===== src/hdl/tmes_pkg.sv =====
package tmes_pkg;
   // control register 0 field positions
   localparam int CTL0_ON_POS = 7;
   localparam int CTL0_OUT_POS = 5;
   localparam int CTL0_WIDE_POS = 4;
   // control register 1 field positions
   localparam int CTL1_CS_POS = 5;
   localparam int CTL1_ASYNC_POS = 4;
   // reset values
   localparam logic [7:0] CTL0_RESET = 8'h00;
   localparam logic [7:0] CTL1_RESET = 8'h00;
   localparam logic [7:0] COUNT_RESET = 8'h00;
   // synchronous mode steps at most once per four system clocks
   localparam int SYNC_DIV = 4;
   localparam logic [1:0] SYNC_DIV_LAST = 2'(SYNC_DIV - 1);
   localparam int PRE_BITS = 15;
   localparam int CLK_SRC_NUM = 8;

   typedef struct packed {
      logic on;
      logic wide;
      logic [3:0] out_div;
      logic [2:0] clk_src;
      logic async_sel;
      logic [3:0] in_div;
   } tmes_cfg_t;

   typedef struct packed {
      logic wr_low;
      logic wr_high;
      logic rd_low;
      logic wr_ctl0;
      logic wr_ctl1;
      logic [7:0] wdata;
   } tmes_acc_t;

   typedef enum logic [1:0] {
      TMES_IDLE = 2'b00,
      TMES_RUN = 2'b01,
      TMES_SLEEP = 2'b11
   } tmes_state_t;
endpackage


===== src/hdl/tmes_prescaler.sv =====
`timescale 1ns/10ps
module tmes_prescaler
   import tmes_pkg::*;
(
   // clock and reset
   input wire logic i_clk,
   input wire logic i_rst,
   // control
   input wire logic i_clear,
   input wire logic i_edge,
   input wire logic [3:0] i_ratio,
   // result
   output logic o_tick
);
   logic [PRE_BITS-1:0] cnt_q;
   logic [PRE_BITS-1:0] cnt_d;
   logic [PRE_BITS:0] mask;

   // counter is internal only, no software view
   always_comb begin
      mask = (16'(1) << i_ratio) - 16'(1);
      cnt_d = cnt_q;
      o_tick = 1'b0;
      if (i_clear) begin
         cnt_d = '0;
      end else if (i_edge) begin
         if (({1'b0, cnt_q} & mask) == mask) begin
            cnt_d = '0;
            o_tick = 1'b1;
         end else begin
            cnt_d = cnt_q + PRE_BITS'(1);
         end
      end
   end

   always_ff @(posedge i_clk) begin
      if (i_rst) begin
         cnt_q <= '0;
      end else begin
         cnt_q <= cnt_d;
      end
   end
endmodule


===== src/hdl/tmes_timer.sv =====
`timescale 1ns/10ps
// Summary of operation
// - width select bit picks 8-bit period counter or 16-bit counter
// - counter steps on rising edges of the prescaled selected source
// - 8-bit mode compares low count against a buffered period copy
// - on match low count clears and period is copied into buffer
// - reading low count in 16-bit mode latches high byte into high register
// - high writes buffer; low write in 16-bit mode loads both halves together
// - 16-bit count wraps past FFFF to zero and runs freely
// - no period reload happens in 16-bit mode
// - clock source field picks which clock input drives the timer
// - synchronous mode steps at most once per four system clocks
// - synchronous mode stops while the device sleeps
// - asynchronous mode steps on every prescaled source edge directly
// - asynchronous mode keeps counting during sleep
// - prescaler offers sixteen power-of-two ratios, 1:1 to 1:32768
// - prescaler counter is hidden from software
// - prescaler clears on low write, control writes and reset
// - output toggles per match or rollover, divided by postscaler
// - postscaler ratios 1:1 to 1:16, cleared like the prescaler
// - every output toggle sets the flag; enable raises an interrupt
// - timer counts only while its enable bit is one
module tmes_timer
   import tmes_pkg::*;
(
   // clock and reset
   input wire logic i_clk,
   input wire logic i_rst,
   // configuration and software access
   input wire tmes_cfg_t i_cfg,
   input wire tmes_acc_t i_acc,
   input wire logic i_irq_enable,
   input wire logic i_flag_clear,
   input wire logic i_sleep,
   // candidate clock sources, sampled as synchronous levels
   input wire logic [CLK_SRC_NUM-1:0] i_clk_src,
   // status
   output logic [7:0] o_count_low,
   output logic [7:0] o_period_high,
   output logic o_timer_output_toggle,
   output logic o_timer_irq_flag,
   output logic o_irq
);
   logic src_q, src_d;
   logic [1:0] div_q, div_d;
   logic pend_q, pend_d;
   logic [7:0] low_q, low_d;
   logic [7:0] high_q, high_d;
   logic [7:0] hreg_q, hreg_d;
   logic [7:0] pbuf_q, pbuf_d;
   logic [3:0] post_q, post_d;
   logic out_q, out_d;
   logic flag_q, flag_d;
   tmes_state_t st_q, st_d;
   logic src_now, src_rise, pre_tick, step, event_hit, toggle, clr;

   assign clr = i_acc.wr_low | i_acc.wr_ctl0 | i_acc.wr_ctl1;
   assign src_now = i_clk_src[i_cfg.clk_src];
   assign src_rise = src_now & ~src_q;

   tmes_prescaler u_pre (
      .i_clk(i_clk),
      .i_rst(i_rst),
      .i_clear(clr),
      .i_edge(src_rise & (st_q != TMES_IDLE)),
      .i_ratio(i_cfg.in_div),
      .o_tick(pre_tick)
   );

   // mode state: sync mode parks during sleep, async keeps running
   always_comb begin
      st_d = st_q;
      case (st_q)
         TMES_IDLE: begin
            if (i_cfg.on) st_d = TMES_RUN;
         end
         TMES_RUN: begin
            if (!i_cfg.on) st_d = TMES_IDLE;
            else if (i_sleep && !i_cfg.async_sel) st_d = TMES_SLEEP;
         end
         TMES_SLEEP: begin
            if (!i_cfg.on) st_d = TMES_IDLE;
            else if (!i_sleep || i_cfg.async_sel) st_d = TMES_RUN;
         end
         default: st_d = TMES_IDLE;
      endcase
   end

   // sync mode holds a tick until the divided system clock slot comes round
   always_comb begin
      src_d = src_now;
      div_d = div_q + 2'(1);
      pend_d = pend_q;
      step = 1'b0;
      if (clr) begin
         pend_d = 1'b0;
      end else if (st_q == TMES_RUN && i_cfg.async_sel) begin
         step = pre_tick;
      end else if (st_q == TMES_RUN) begin
         if (pre_tick) pend_d = 1'b1;
         if (div_q == SYNC_DIV_LAST && (pend_q || pre_tick)) begin
            step = 1'b1;
            pend_d = 1'b0;
         end
      end
   end

   // count, buffers and output
   always_comb begin
      low_d = low_q;
      high_d = high_q;
      hreg_d = hreg_q;
      pbuf_d = pbuf_q;
      post_d = post_q;
      out_d = out_q;
      flag_d = flag_q;
      event_hit = 1'b0;
      toggle = 1'b0;
      if (i_acc.wr_high) hreg_d = i_acc.wdata;
      if (i_acc.rd_low && i_cfg.wide) hreg_d = high_q;
      if (i_acc.wr_low) begin
         low_d = i_acc.wdata;
         if (i_cfg.wide) high_d = hreg_q;
      end else if (step) begin
         if (!i_cfg.wide) begin
            if (low_q == pbuf_q) begin
               low_d = 8'h00;
               pbuf_d = hreg_q;
               event_hit = 1'b1;
            end else begin
               low_d = low_q + 8'h01;
            end
         end else begin
            {high_d, low_d} = {high_q, low_q} + 16'h0001;
            event_hit = ({high_q, low_q} == 16'hFFFF);
         end
      end
      if (clr) begin
         post_d = 4'h0;
      end else if (event_hit) begin
         if (post_q == i_cfg.out_div) begin
            post_d = 4'h0;
            toggle = 1'b1;
         end else begin
            post_d = post_q + 4'h1;
         end
      end
      if (toggle) out_d = ~out_q;
      // a toggle in the clearing cycle wins over the clear
      if (toggle) flag_d = 1'b1;
      else if (i_flag_clear) flag_d = 1'b0;
   end

   always_ff @(posedge i_clk) begin
      if (i_rst) begin
         src_q <= 1'b0;
         div_q <= 2'h0;
         pend_q <= 1'b0;
         low_q <= COUNT_RESET;
         high_q <= COUNT_RESET;
         hreg_q <= COUNT_RESET;
         pbuf_q <= COUNT_RESET;
         post_q <= 4'h0;
         out_q <= 1'b0;
         flag_q <= 1'b0;
         st_q <= TMES_IDLE;
      end else begin
         src_q <= src_d;
         div_q <= div_d;
         pend_q <= pend_d;
         low_q <= low_d;
         high_q <= high_d;
         hreg_q <= hreg_d;
         pbuf_q <= pbuf_d;
         post_q <= post_d;
         out_q <= out_d;
         flag_q <= flag_d;
         st_q <= st_d;
      end
   end

   assign o_count_low = low_q;
   assign o_period_high = hreg_q;
   assign o_timer_output_toggle = out_q;
   assign o_timer_irq_flag = flag_q;
   assign o_irq = flag_q & i_irq_enable;

   // assertions
   hold_when_off_a: assert property (@(posedge i_clk) disable iff (i_rst)
      (!i_cfg.on && st_q == TMES_IDLE && !i_acc.wr_low) |=> $stable(low_q) && $stable(out_q))
      else $error("count moved while disabled");
   match_clear_a: assert property (@(posedge i_clk) disable iff (i_rst)
      (step && !i_cfg.wide && !i_acc.wr_low && low_q == pbuf_q) |=> low_q == 8'h00)
      else $error("low count not cleared on match");
   wrap_zero_a: assert property (@(posedge i_clk) disable iff (i_rst)
      (step && i_cfg.wide && !i_acc.wr_low && {high_q, low_q} == 16'hFFFF)
      |=> {high_q, low_q} == 16'h0000)
      else $error("16-bit count did not wrap");
   wide_load_a: assert property (@(posedge i_clk) disable iff (i_rst)
      (i_acc.wr_low && i_cfg.wide) |=> high_q == $past(hreg_q) && low_q == $past(i_acc.wdata))
      else $error("16-bit load not coherent");
   read_latch_a: assert property (@(posedge i_clk) disable iff (i_rst)
      (i_acc.rd_low && i_cfg.wide && !i_acc.wr_high) |=> hreg_q == $past(high_q))
      else $error("high byte not latched on read");
   sync_rate_a: assert property (@(posedge i_clk) disable iff (i_rst)
      (step && !i_cfg.async_sel) |=> !step [*3])
      else $error("sync steps too close");
   sleep_halt_a: assert property (@(posedge i_clk) disable iff (i_rst)
      (st_q == TMES_SLEEP) |-> !step)
      else $error("counted while asleep in sync mode");
   flag_set_a: assert property (@(posedge i_clk) disable iff (i_rst)
      $changed(out_q) |-> flag_q)
      else $error("toggle without flag");

   pbuf_reload_a: assert property (@(posedge i_clk) disable iff (i_rst)
      (step && !i_cfg.wide && !i_acc.wr_low && low_q == pbuf_q) |=> pbuf_q == $past(hreg_q))
      else $error("period buffer not reloaded on match");

   byte_incr_a: assert property (@(posedge i_clk) disable iff (i_rst)
      (step && !i_cfg.wide && !i_acc.wr_low && low_q != pbuf_q) |=> low_q == $past(low_q) + 8'h01)
      else $error("8-bit count did not step");

   wide_incr_a: assert property (@(posedge i_clk) disable iff (i_rst)
      (step && i_cfg.wide && !i_acc.wr_low)
      |=> {high_q, low_q} == $past({high_q, low_q}) + 16'h0001)
      else $error("16-bit count did not step");

   wide_no_reload_a: assert property (@(posedge i_clk) disable iff (i_rst)
      i_cfg.wide |=> pbuf_q == $past(pbuf_q))
      else $error("period buffer moved in 16-bit mode");

   byte_high_hold_a: assert property (@(posedge i_clk) disable iff (i_rst)
      !i_cfg.wide |=> high_q == $past(high_q))
      else $error("high count moved in 8-bit mode");

   high_buf_a: assert property (@(posedge i_clk) disable iff (i_rst)
      (i_acc.wr_high && !(i_acc.rd_low && i_cfg.wide)) |=> hreg_q == $past(i_acc.wdata))
      else $error("high write not buffered");

   byte_load_a: assert property (@(posedge i_clk) disable iff (i_rst)
      (i_acc.wr_low && !i_cfg.wide) |=> low_q == $past(i_acc.wdata) && high_q == $past(high_q))
      else $error("8-bit low write wrong");

   idle_no_step_a: assert property (@(posedge i_clk) disable iff (i_rst)
      (st_q == TMES_IDLE) |-> !step)
      else $error("stepped while disabled");

   off_idle_a: assert property (@(posedge i_clk) disable iff (i_rst)
      !i_cfg.on |=> st_q == TMES_IDLE)
      else $error("not idle after disable");

   on_run_a: assert property (@(posedge i_clk) disable iff (i_rst)
      (st_q == TMES_IDLE && i_cfg.on) |=> st_q == TMES_RUN)
      else $error("did not start after enable");

   sleep_enter_a: assert property (@(posedge i_clk) disable iff (i_rst)
      (st_q == TMES_RUN && i_cfg.on && i_sleep && !i_cfg.async_sel) |=> st_q == TMES_SLEEP)
      else $error("sync mode did not park in sleep");

   async_awake_a: assert property (@(posedge i_clk) disable iff (i_rst)
      (i_cfg.async_sel && i_cfg.on && st_q != TMES_IDLE) |=> st_q == TMES_RUN)
      else $error("async mode not running");

   async_step_a: assert property (@(posedge i_clk) disable iff (i_rst)
      (st_q == TMES_RUN && i_cfg.async_sel && !clr) |-> step == pre_tick)
      else $error("async step not direct");

   sync_slot_a: assert property (@(posedge i_clk) disable iff (i_rst)
      (step && !i_cfg.async_sel) |-> div_q == SYNC_DIV_LAST)
      else $error("sync step outside slot");

   clear_post_a: assert property (@(posedge i_clk) disable iff (i_rst)
      clr |=> post_q == 4'h0)
      else $error("postscaler not cleared");

   post_count_a: assert property (@(posedge i_clk) disable iff (i_rst)
      (event_hit && !clr && post_q != i_cfg.out_div) |=> post_q == $past(post_q) + 4'h1)
      else $error("postscaler did not count");

   toggle_out_a: assert property (@(posedge i_clk) disable iff (i_rst)
      toggle |=> out_q != $past(out_q))
      else $error("output did not toggle");

   out_hold_a: assert property (@(posedge i_clk) disable iff (i_rst)
      !toggle |=> $stable(out_q))
      else $error("output moved without toggle");

   flag_wins_a: assert property (@(posedge i_clk) disable iff (i_rst)
      (toggle && i_flag_clear) |=> flag_q)
      else $error("clear beat flag set");

   flag_clear_a: assert property (@(posedge i_clk) disable iff (i_rst)
      (i_flag_clear && !toggle) |=> !flag_q)
      else $error("flag not cleared");

   flag_hold_a: assert property (@(posedge i_clk) disable iff (i_rst)
      (!toggle && !i_flag_clear) |=> $stable(flag_q))
      else $error("flag moved without cause");

   byte_hit_a: assert property (@(posedge i_clk) disable iff (i_rst)
      (step && !i_cfg.wide && !i_acc.wr_low) |-> event_hit == (low_q == pbuf_q))
      else $error("8-bit match wrong");

   wide_hit_a: assert property (@(posedge i_clk) disable iff (i_rst)
      (step && i_cfg.wide && !i_acc.wr_low) |-> event_hit == ({high_q, low_q} == 16'hFFFF))
      else $error("16-bit rollover event wrong");

   byte_read_a: assert property (@(posedge i_clk) disable iff (i_rst)
      (i_acc.rd_low && !i_cfg.wide && !i_acc.wr_high) |=> $stable(hreg_q))
      else $error("8-bit read latched high");
endmodule


===== config.mk =====
export PLATFORM = sky130hd
export DESIGN_NAME = tmes_timer
export DESIGN_NICKNAME = d
export VERILOG_FILES = /design/src/hdl/tmes_pkg.sv /design/src/hdl/tmes_prescaler.sv /design/src/hdl/tmes_timer.sv
export SDC_FILE = /design/constraint.sdc
export NUM_CORES = 1
export LEC_CHECK = 0
export BUFFER_PORTS_ARGS = -buffer_cell sky130_fd_sc_hd__clkbuf_2
export CORE_MARGIN = 4
export CORE_UTILIZATION = 50
export CTS_CLUSTER_DIAMETER = 40
export CTS_CLUSTER_SIZE = 8
export DETAILED_ROUTE_END_ITERATION = 8
export PLACE_DENSITY = 0.81
export SLEW_MARGIN = 20
export SYNTH_ARGS = -nofsm -noshare
export SYNTH_HDL_FRONTEND = slang
export SYNTH_SLANG_ARGS = --single-unit

===== constraint.sdc =====
create_clock -name i_clk -period 3.85 [get_ports i_clk]
set_input_delay 0.385 -clock i_clk [delete_from_list [all_inputs] [get_ports i_clk]]
set_output_delay 0.385 -clock i_clk [all_outputs]
set_load 0.01 [all_outputs]

# [Word-level counts from Yosys, hierarchy flattened]
# Cells that the tools add are included.
# W data, S select, Z words.
[classes] addsub=6 n_lt_le_gt_ge=1 n_eq_ne=12 n_shift=1 muxes=38 bitwise_logic=11 reduce_logical=19
[op_table] op="$mux W8" n=10
[op_table] op="$mux W1" n=19
[op_table] op="$add A16 B1 Y16 const B" n=1
[op_table] op="$and A15 B16 Y16" n=1
[op_table] op="$eq A16 B16 Y1" n=1
[op_table] op="$eq A16 B16 Y1 const B" n=1
[op_table] op="$shl A1 B4 Y16 const A" n=1
[op_table] op="$sub A16 B2 Y16 const B" n=1
[op_table] op="$add A15 B1 Y15 const B" n=1
[op_table] op="$mux W15" n=1
[op_table] op="$mux W2" n=5
[op_table] op="$reduce_bool A2 Y1" n=5
[op_table] op="$reduce_and A3 Y1" n=3
[op_table] op="$add A8 B1 Y8 const B" n=1
[op_table] op="$eq A8 B8 Y1" n=1
[op_table] op="$ne A2 B2 Y1 const B" n=3
[op_table] op="$ne A3 B3 Y1 const B" n=2
[op_table] op="$pmux W2 S3" n=1
[op_table] op="$not A1 Y1" n=5
[op_table] op="$add A4 B1 Y4 const B" n=1
[op_table] op="$eq A2 B2 Y1 const B" n=2
[op_table] op="$eq A4 B4 Y1" n=1
[op_table] op="$logic_and A1 B1 Y1" n=4
[op_table] op="$lt A3 B4 Y1 const B" n=1
[op_table] op="11 further kinds" n=16
[totals] register_bits=59 output_inout_bits=19

# [Depth between registers and ports, before layout]
[logic_depth] ltp_word=18 ltp_mapped=13 depth_no_buf=10

# [Cells and area by module]
# From an unflattened synthesis, not the netlist that was laid out.
[hier_totals] hier_cells=414 area_unflattened_um2=3538.4
[modules_own_cells] mod="tmes_timer" instances=1 cells_per_inst=288 area_each_um2=2493.6
[modules_own_cells] mod="tmes_prescaler" instances=1 cells_per_inst=126 area_each_um2=1044.8

# [Worst setup path after synthesis]
# OpenSTA, ideal clock, no wires.
[synth_timing] kind="input-to-reg" startpoint="input port i_cfg[2] in the netlist's numbering" endpoint="register out_q, in the netlist o_timer_output_toggle" setup_ns=0.121 arrival_time_ns=2.846 required_time_ns=3.729 setup_slack_ns=0.883 cell_stages=11 path_cell_list="buf_4 -> or4_1 -> ha_1 -> nor3b_1 -> o21ai_0 -> o211ai_1 -> and4bb_1 -> a21oi_2 -> buf_6 -> nor3b_1 -> mux2_2"
[synth_between] elab_chain_len=17
[synth_lines] element="from (decl)" line_no="tmes_timer.sv:30" source="input wire tmes_cfg_t i_cfg,"
[synth_lines] element="$shl A1 B4 Y16 *" line_no="tmes_prescaler.sv:21" source="mask = (16'(1) << i_ratio) - 16'(1);"
[synth_lines] element="$sub A16 B2 Y16 *" line_no="tmes_prescaler.sv:21"
[synth_lines] element="$and A15 B16 Y16" line_no="tmes_prescaler.sv:27" source="if (({1'b0, cnt_q} & mask) == mask) begin"
[synth_lines] element="$eq A16 B16 Y1 *" line_no="tmes_prescaler.sv:27"
[synth_lines] element="$mux W1 *" line_no="tmes_prescaler.sv:27"
[synth_lines] element="$mux W1 *" line_no="tmes_prescaler.sv:26" source="end else if (i_edge) begin"
[synth_lines] element="$mux W1 *" line_no="tmes_prescaler.sv:24" source="if (i_clear) begin"
[synth_lines] element="$logic_or A1 B1 Y1" line_no="tmes_timer.sv:101" source="if (div_q == SYNC_DIV_LAST && (pend_q || pre_tick)) begin"
[synth_lines] element="$logic_and A1 B1 Y1" line_no="tmes_timer.sv:101"
[synth_lines] element="$mux W1" line_no="tmes_timer.sv:101"
[synth_lines] element="$mux W1" line_no="tmes_timer.sv:99" source="end else if (st_q == TMES_RUN) begin"
[synth_lines] element="$mux W1 *" line_no="tmes_timer.sv:97" source="end else if (st_q == TMES_RUN && i_cfg.async_sel) begin"
[synth_lines] element="$mux W1 *" line_no="tmes_timer.sv:95" source="if (clr) begin"
[synth_lines] element="$mux W1 *" line_no="tmes_timer.sv:124" source="end else if (step) begin"
[synth_lines] element="$mux W1 *" line_no="tmes_timer.sv:121" source="if (i_acc.wr_low) begin"
[synth_lines] element="$mux W1 *" line_no="tmes_timer.sv:140" source="end else if (event_hit) begin"
[synth_lines] element="$mux W1 *" line_no="tmes_timer.sv:138" source="if (clr) begin"
[synth_lines] element="to (signal assigned)" line_no="tmes_timer.sv:176" source="out_q <= out_d;"
[synth_lines] element="to (decl)" line_no="tmes_timer.sv:52" source="logic out_q, out_d;"
# Mark *: on every way between the ends. The rest lies on a longest branch, timed or not.
# A chain may end at the register's enable or synchronous reset.

# [Final worst setup path]
[layout_timing] startpoint="input port i_cfg[2] in the netlist's numbering" endpoint="register low_q[6], in the netlist o_count_low[6]"
[layout_between] elab_chain_len=14
[layout_lines] element="$shl A1 B4 Y16 *" line_no="tmes_prescaler.sv:21"
[layout_lines] element="$sub A16 B2 Y16 *" line_no="tmes_prescaler.sv:21"
[layout_lines] element="$and A15 B16 Y16" line_no="tmes_prescaler.sv:27"
[layout_lines] element="$eq A16 B16 Y1 *" line_no="tmes_prescaler.sv:27"
[layout_lines] element="$mux W1 *" line_no="tmes_prescaler.sv:27"
[layout_lines] element="$mux W1 *" line_no="tmes_prescaler.sv:26"
[layout_lines] element="$mux W1 *" line_no="tmes_prescaler.sv:24"
[layout_lines] element="$logic_or A1 B1 Y1" line_no="tmes_timer.sv:101"
[layout_lines] element="$logic_and A1 B1 Y1" line_no="tmes_timer.sv:101"
[layout_lines] element="$mux W1" line_no="tmes_timer.sv:101"
[layout_lines] element="$mux W1" line_no="tmes_timer.sv:99"
[layout_lines] element="$mux W1 *" line_no="tmes_timer.sv:97"
[layout_lines] element="$mux W1 *" line_no="tmes_timer.sv:95"
[layout_lines] element="$reduce_bool A2 Y1 (no line) *"
[layout_lines] element="to (signal assigned)" line_no="tmes_timer.sv:171" source="low_q <= low_d;"
[layout_lines] element="to (decl)" line_no="tmes_timer.sv:47" source="logic [7:0] low_q, low_d;"
# Marks and branches as above.

==> metrics.txt <==
Initial DRC Count about 210; RR Endpoint o_timer_output_toggle$_SDFFE_PP0P_; clock transition at the registers of the reported paths about 0.070 ns; Cell Int Power between 1 and 1.5 mW; critical path peak fanout 35; DR vias 3170; Die ar. between 0.008 and 0.009 mm2; Post-synth EDFFs 0; # port buffers 58; critical path class input port to flop; top cells by count, synth dfxtp_1, nor2_1, nand2_1; fin crit period about 3.1 ns; Max VDD drop 0.218 mV; global route overflow 0; Die X about 90 um; post-DP HPWL between 6000 and 7000 um; Setup Skew roughly 0.015 ns; Post-Synth XOR/XNOR Area between 6 and 7%; Leak between 1.5 and 2 nW; share of cells above drive strength 1 19.1%; final core utilization 61.0%; sw frac between 20% and 30%; first-pass GRT wire length 14300 um; Gate Count Post-Synth slightly above 400; final hold vios 0; routability cong. 0.868; RSZ-0062 raised after global routing no; relative slew slack ~50%; fin nets 500; clock power share 49.2%; WHS Endpoint st_q[1]$_SDFFE_PP0P_; Syn Nets about 450; Num CTS Buffers 9; final number of setup-violating endpoints 0; reg2reg start o_count_low[0]$_SDFFE_PP0P_; Post-CTS Setup Inserts 0; Multi-input gate area 0.00206 mm2; period utilization between 80% and 90%; max capacitance violation total 0; Max Fclk 319 MHz; H-Tree Depth 3; DR pass1 iterations 5; mux contribution to synthesized area around 7.1%; Worst Tran Pin Value approximately 0.74 ns; Skew-Pair Late Insertion Delay between 0.3 and 0.4 ns; largest net degree at the start of global routing 36; r2r setup slk 1.18 ns; Worst Path Arrival 3.39 ns; Gate power share under 10%; GRT Util Overall a little over a fifth; Hold Crit Depth 2; largest family of logic cells by synthesized area simple AND/OR/NAND/NOR gates; Synth area leader dfxtp_1; Synth Area in Compound Gates approximately 17%; Seq/Total Area, Yosys 35.0%; Synth area leaders dfxtp_1, nor2_1, nand2_1; TNS Setup 0 ns; cts hold-fix bufs 0; Antenna Nets Post-Route 0; share of the synthesized area in the top cell type 35.0%; area growth from synthesis to layout 16.8%; Vert. Die Dim approximately 90 um; WP data required approximately 4.1 ns; hold crit path type input port to flop; antenna cell count 0; YS warnings 0; CTS Sinks 59; Cell variety after synth between 60 and 70; num ports slightly below 60; filler instances around 550; Starting Density a little over half; Detailed Route WL roughly 8500 um; Worst Hold Launch i_cfg[4]; Core ar. approximately 0.0065 mm2; CTS tree done; pwr dens just over 400 mW/mm2; ys flop type dfxtp_1; routed vias/inst 5.90; residual DRC count 0; top-count cell post-synth dfxtp_1; ys async rst share 0%; WL per Instance about 16 um; length in cells of the worst reg-to-reg path 7; status finished, final reports clean; Longest Clk Path Bufs 2; Synth Area in Simple Gates about 28%; syn_area_per_cell between 8 and 9 um2; antenna violations before repair 0; post-synthesis adder-cell area fraction under 10%; Register Area between 0.001 and 0.0015 mm2; Slew Limit Fails 0; mapped cell area about 0.0034 mm2; cts repair resizes 0; FF+latch count, synth slightly below 60; vias in the first global route just over 3000; Seq pwr share between 40% and 50%; clock root buffer clkbuf_8; Critical Path End Type flop; standard-cell rows 29; CP Launch Type input port; sw power between 300 and 400 uW
[through the flow]
step                hold slack, ns  instance area, um2  std cells  setup slack, ns  power [mW]
finish                       0.283                3940        537            0.719        1.58
global route                 0.286                3940        537            0.566        1.64
CTS                          0.270                3940        537            0.749        1.59
detailed placement           0.411                3670        521            0.387       0.814
global placement             0.408                3670        521            0.501       0.812
floorplan                    0.399                3370        404            0.883       0.755
[registers in the layout, summed over array words and instances, names as in the netlist]
name                   cells
o_timer_irq_flag           1
o_timer_output_toggle      1
pend_q                     1
o_period_high              8
st_q                       2
u_pre.cnt_q               15
pbuf_q                     8
high_q                     8
o_count_low                8
src_q                      1
post_q                     4
div_q                      2
[routing by layer]
metal / track usage [%] / up-vias / routed length [um]
li1: - / 1565 / -
met3: 4.67 / 14 / 499
met4: 7.78 / 0 / 127
met2: 35.5 / 103 / 4180
met5: 0 / - / 0
met1: 26.6 / 1488 / 3720
[worst max-delay path by stage]
stage | slack [ns] | startpoint | depth (start not counted) | endpoint
after global routing | 0.57 | i_cfg[2] | 11 | o_count_low[6]$_SDFFE_PP0P_
after CTS | 0.75 | i_cfg[2] | 11 | o_count_low[6]$_SDFFE_PP0P_
after global placement | 0.50 | i_cfg[2] | 11 | o_count_low[4]$_SDFFE_PP0P_
after floorplan | 0.88 | i_cfg[2] | 11 | o_timer_output_toggle$_SDFFE_PP0P_
final | 0.72 | i_cfg[2] | 11 | o_count_low[6]$_SDFFE_PP0P_
after detailed placement | 0.39 | i_cfg[2] | 11 | o_count_low[3]$_SDFFE_PP0P_
[cell families after synthesis]
logic type      Yosys count
flops                    59
mux                      21
compound gates           80
fa+ha+maj                 5
simple gates            185
xor+xnor                 26
buf+inv                  28
[critical path, stage by stage]
cell	delay, ns
clkbuf_2	0.19
or4_1	0.56
ha_1	0.31
nor3b_1	0.17
o21ai_0	0.18
o211ai_1	0.11
and4bb_1	0.35
a21oi_2	0.08
buf_4	0.25
or4b_1	0.54
a311oi_1	0.26
[area by class of cell]
cell class | count | share of cell area, %
clock buffer | 12 | 3.94
clock inverter | 4 | 3.05
inverter | 9 | 0.857
multi-input combinational | 317 | 52.2
sequential | 59 | 30.0
tap | 77 | 2.44
timing repair buffer | 59 | 7.56
[placed cells by master (no fill, tap or decap), types with 2 or more instances in the layout]
master	netlist	routed
clkbuf_2	0	58
nor3b_1	9	9
nor2_1	55	55
and2_1	6	6
nor3_1	13	13
o22ai_1	5	5
xnor2_1	8	8
bufinv_16	0	4
o21a_1	2	2
ha_1	5	5
and4_1	2	2
a311oi_1	6	6
clkbuf_8	0	11
o31ai_1	2	2
and3_1	5	5
nand3_1	12	12
nor4_1	2	2
inv_1	9	9
a31oi_1	3	3
nand4_1	5	5
mux4_2	2	2
mux2i_1	17	17
dfxtp_1	59	59
a211oi_1	10	10
xor2_1	18	18
a22oi_1	6	6
or4b_1	4	4
o21bai_1	3	3
nor2b_1	8	8
o211ai_1	3	3
or3_1	2	2
nand2_1	47	47
a21oi_1	11	11
a31o_2	2	2
o21ai_0	15	15
or4_1	5	5
[power groups by stage]
| stage | clock network, mW | registers [mW] | logic (mW) |
|---|---|---|---|
| floorplan | 0 | 0.661 | 0.0935 |
| global placement | 0 | 0.662 | 0.150 |
| detailed placement | 0 | 0.662 | 0.152 |
| CTS | 0.785 | 0.649 | 0.155 |
| global route | 0.817 | 0.651 | 0.172 |
| finish | 0.780 | 0.649 | 0.155 |
(Power assumes the default switching activity.)
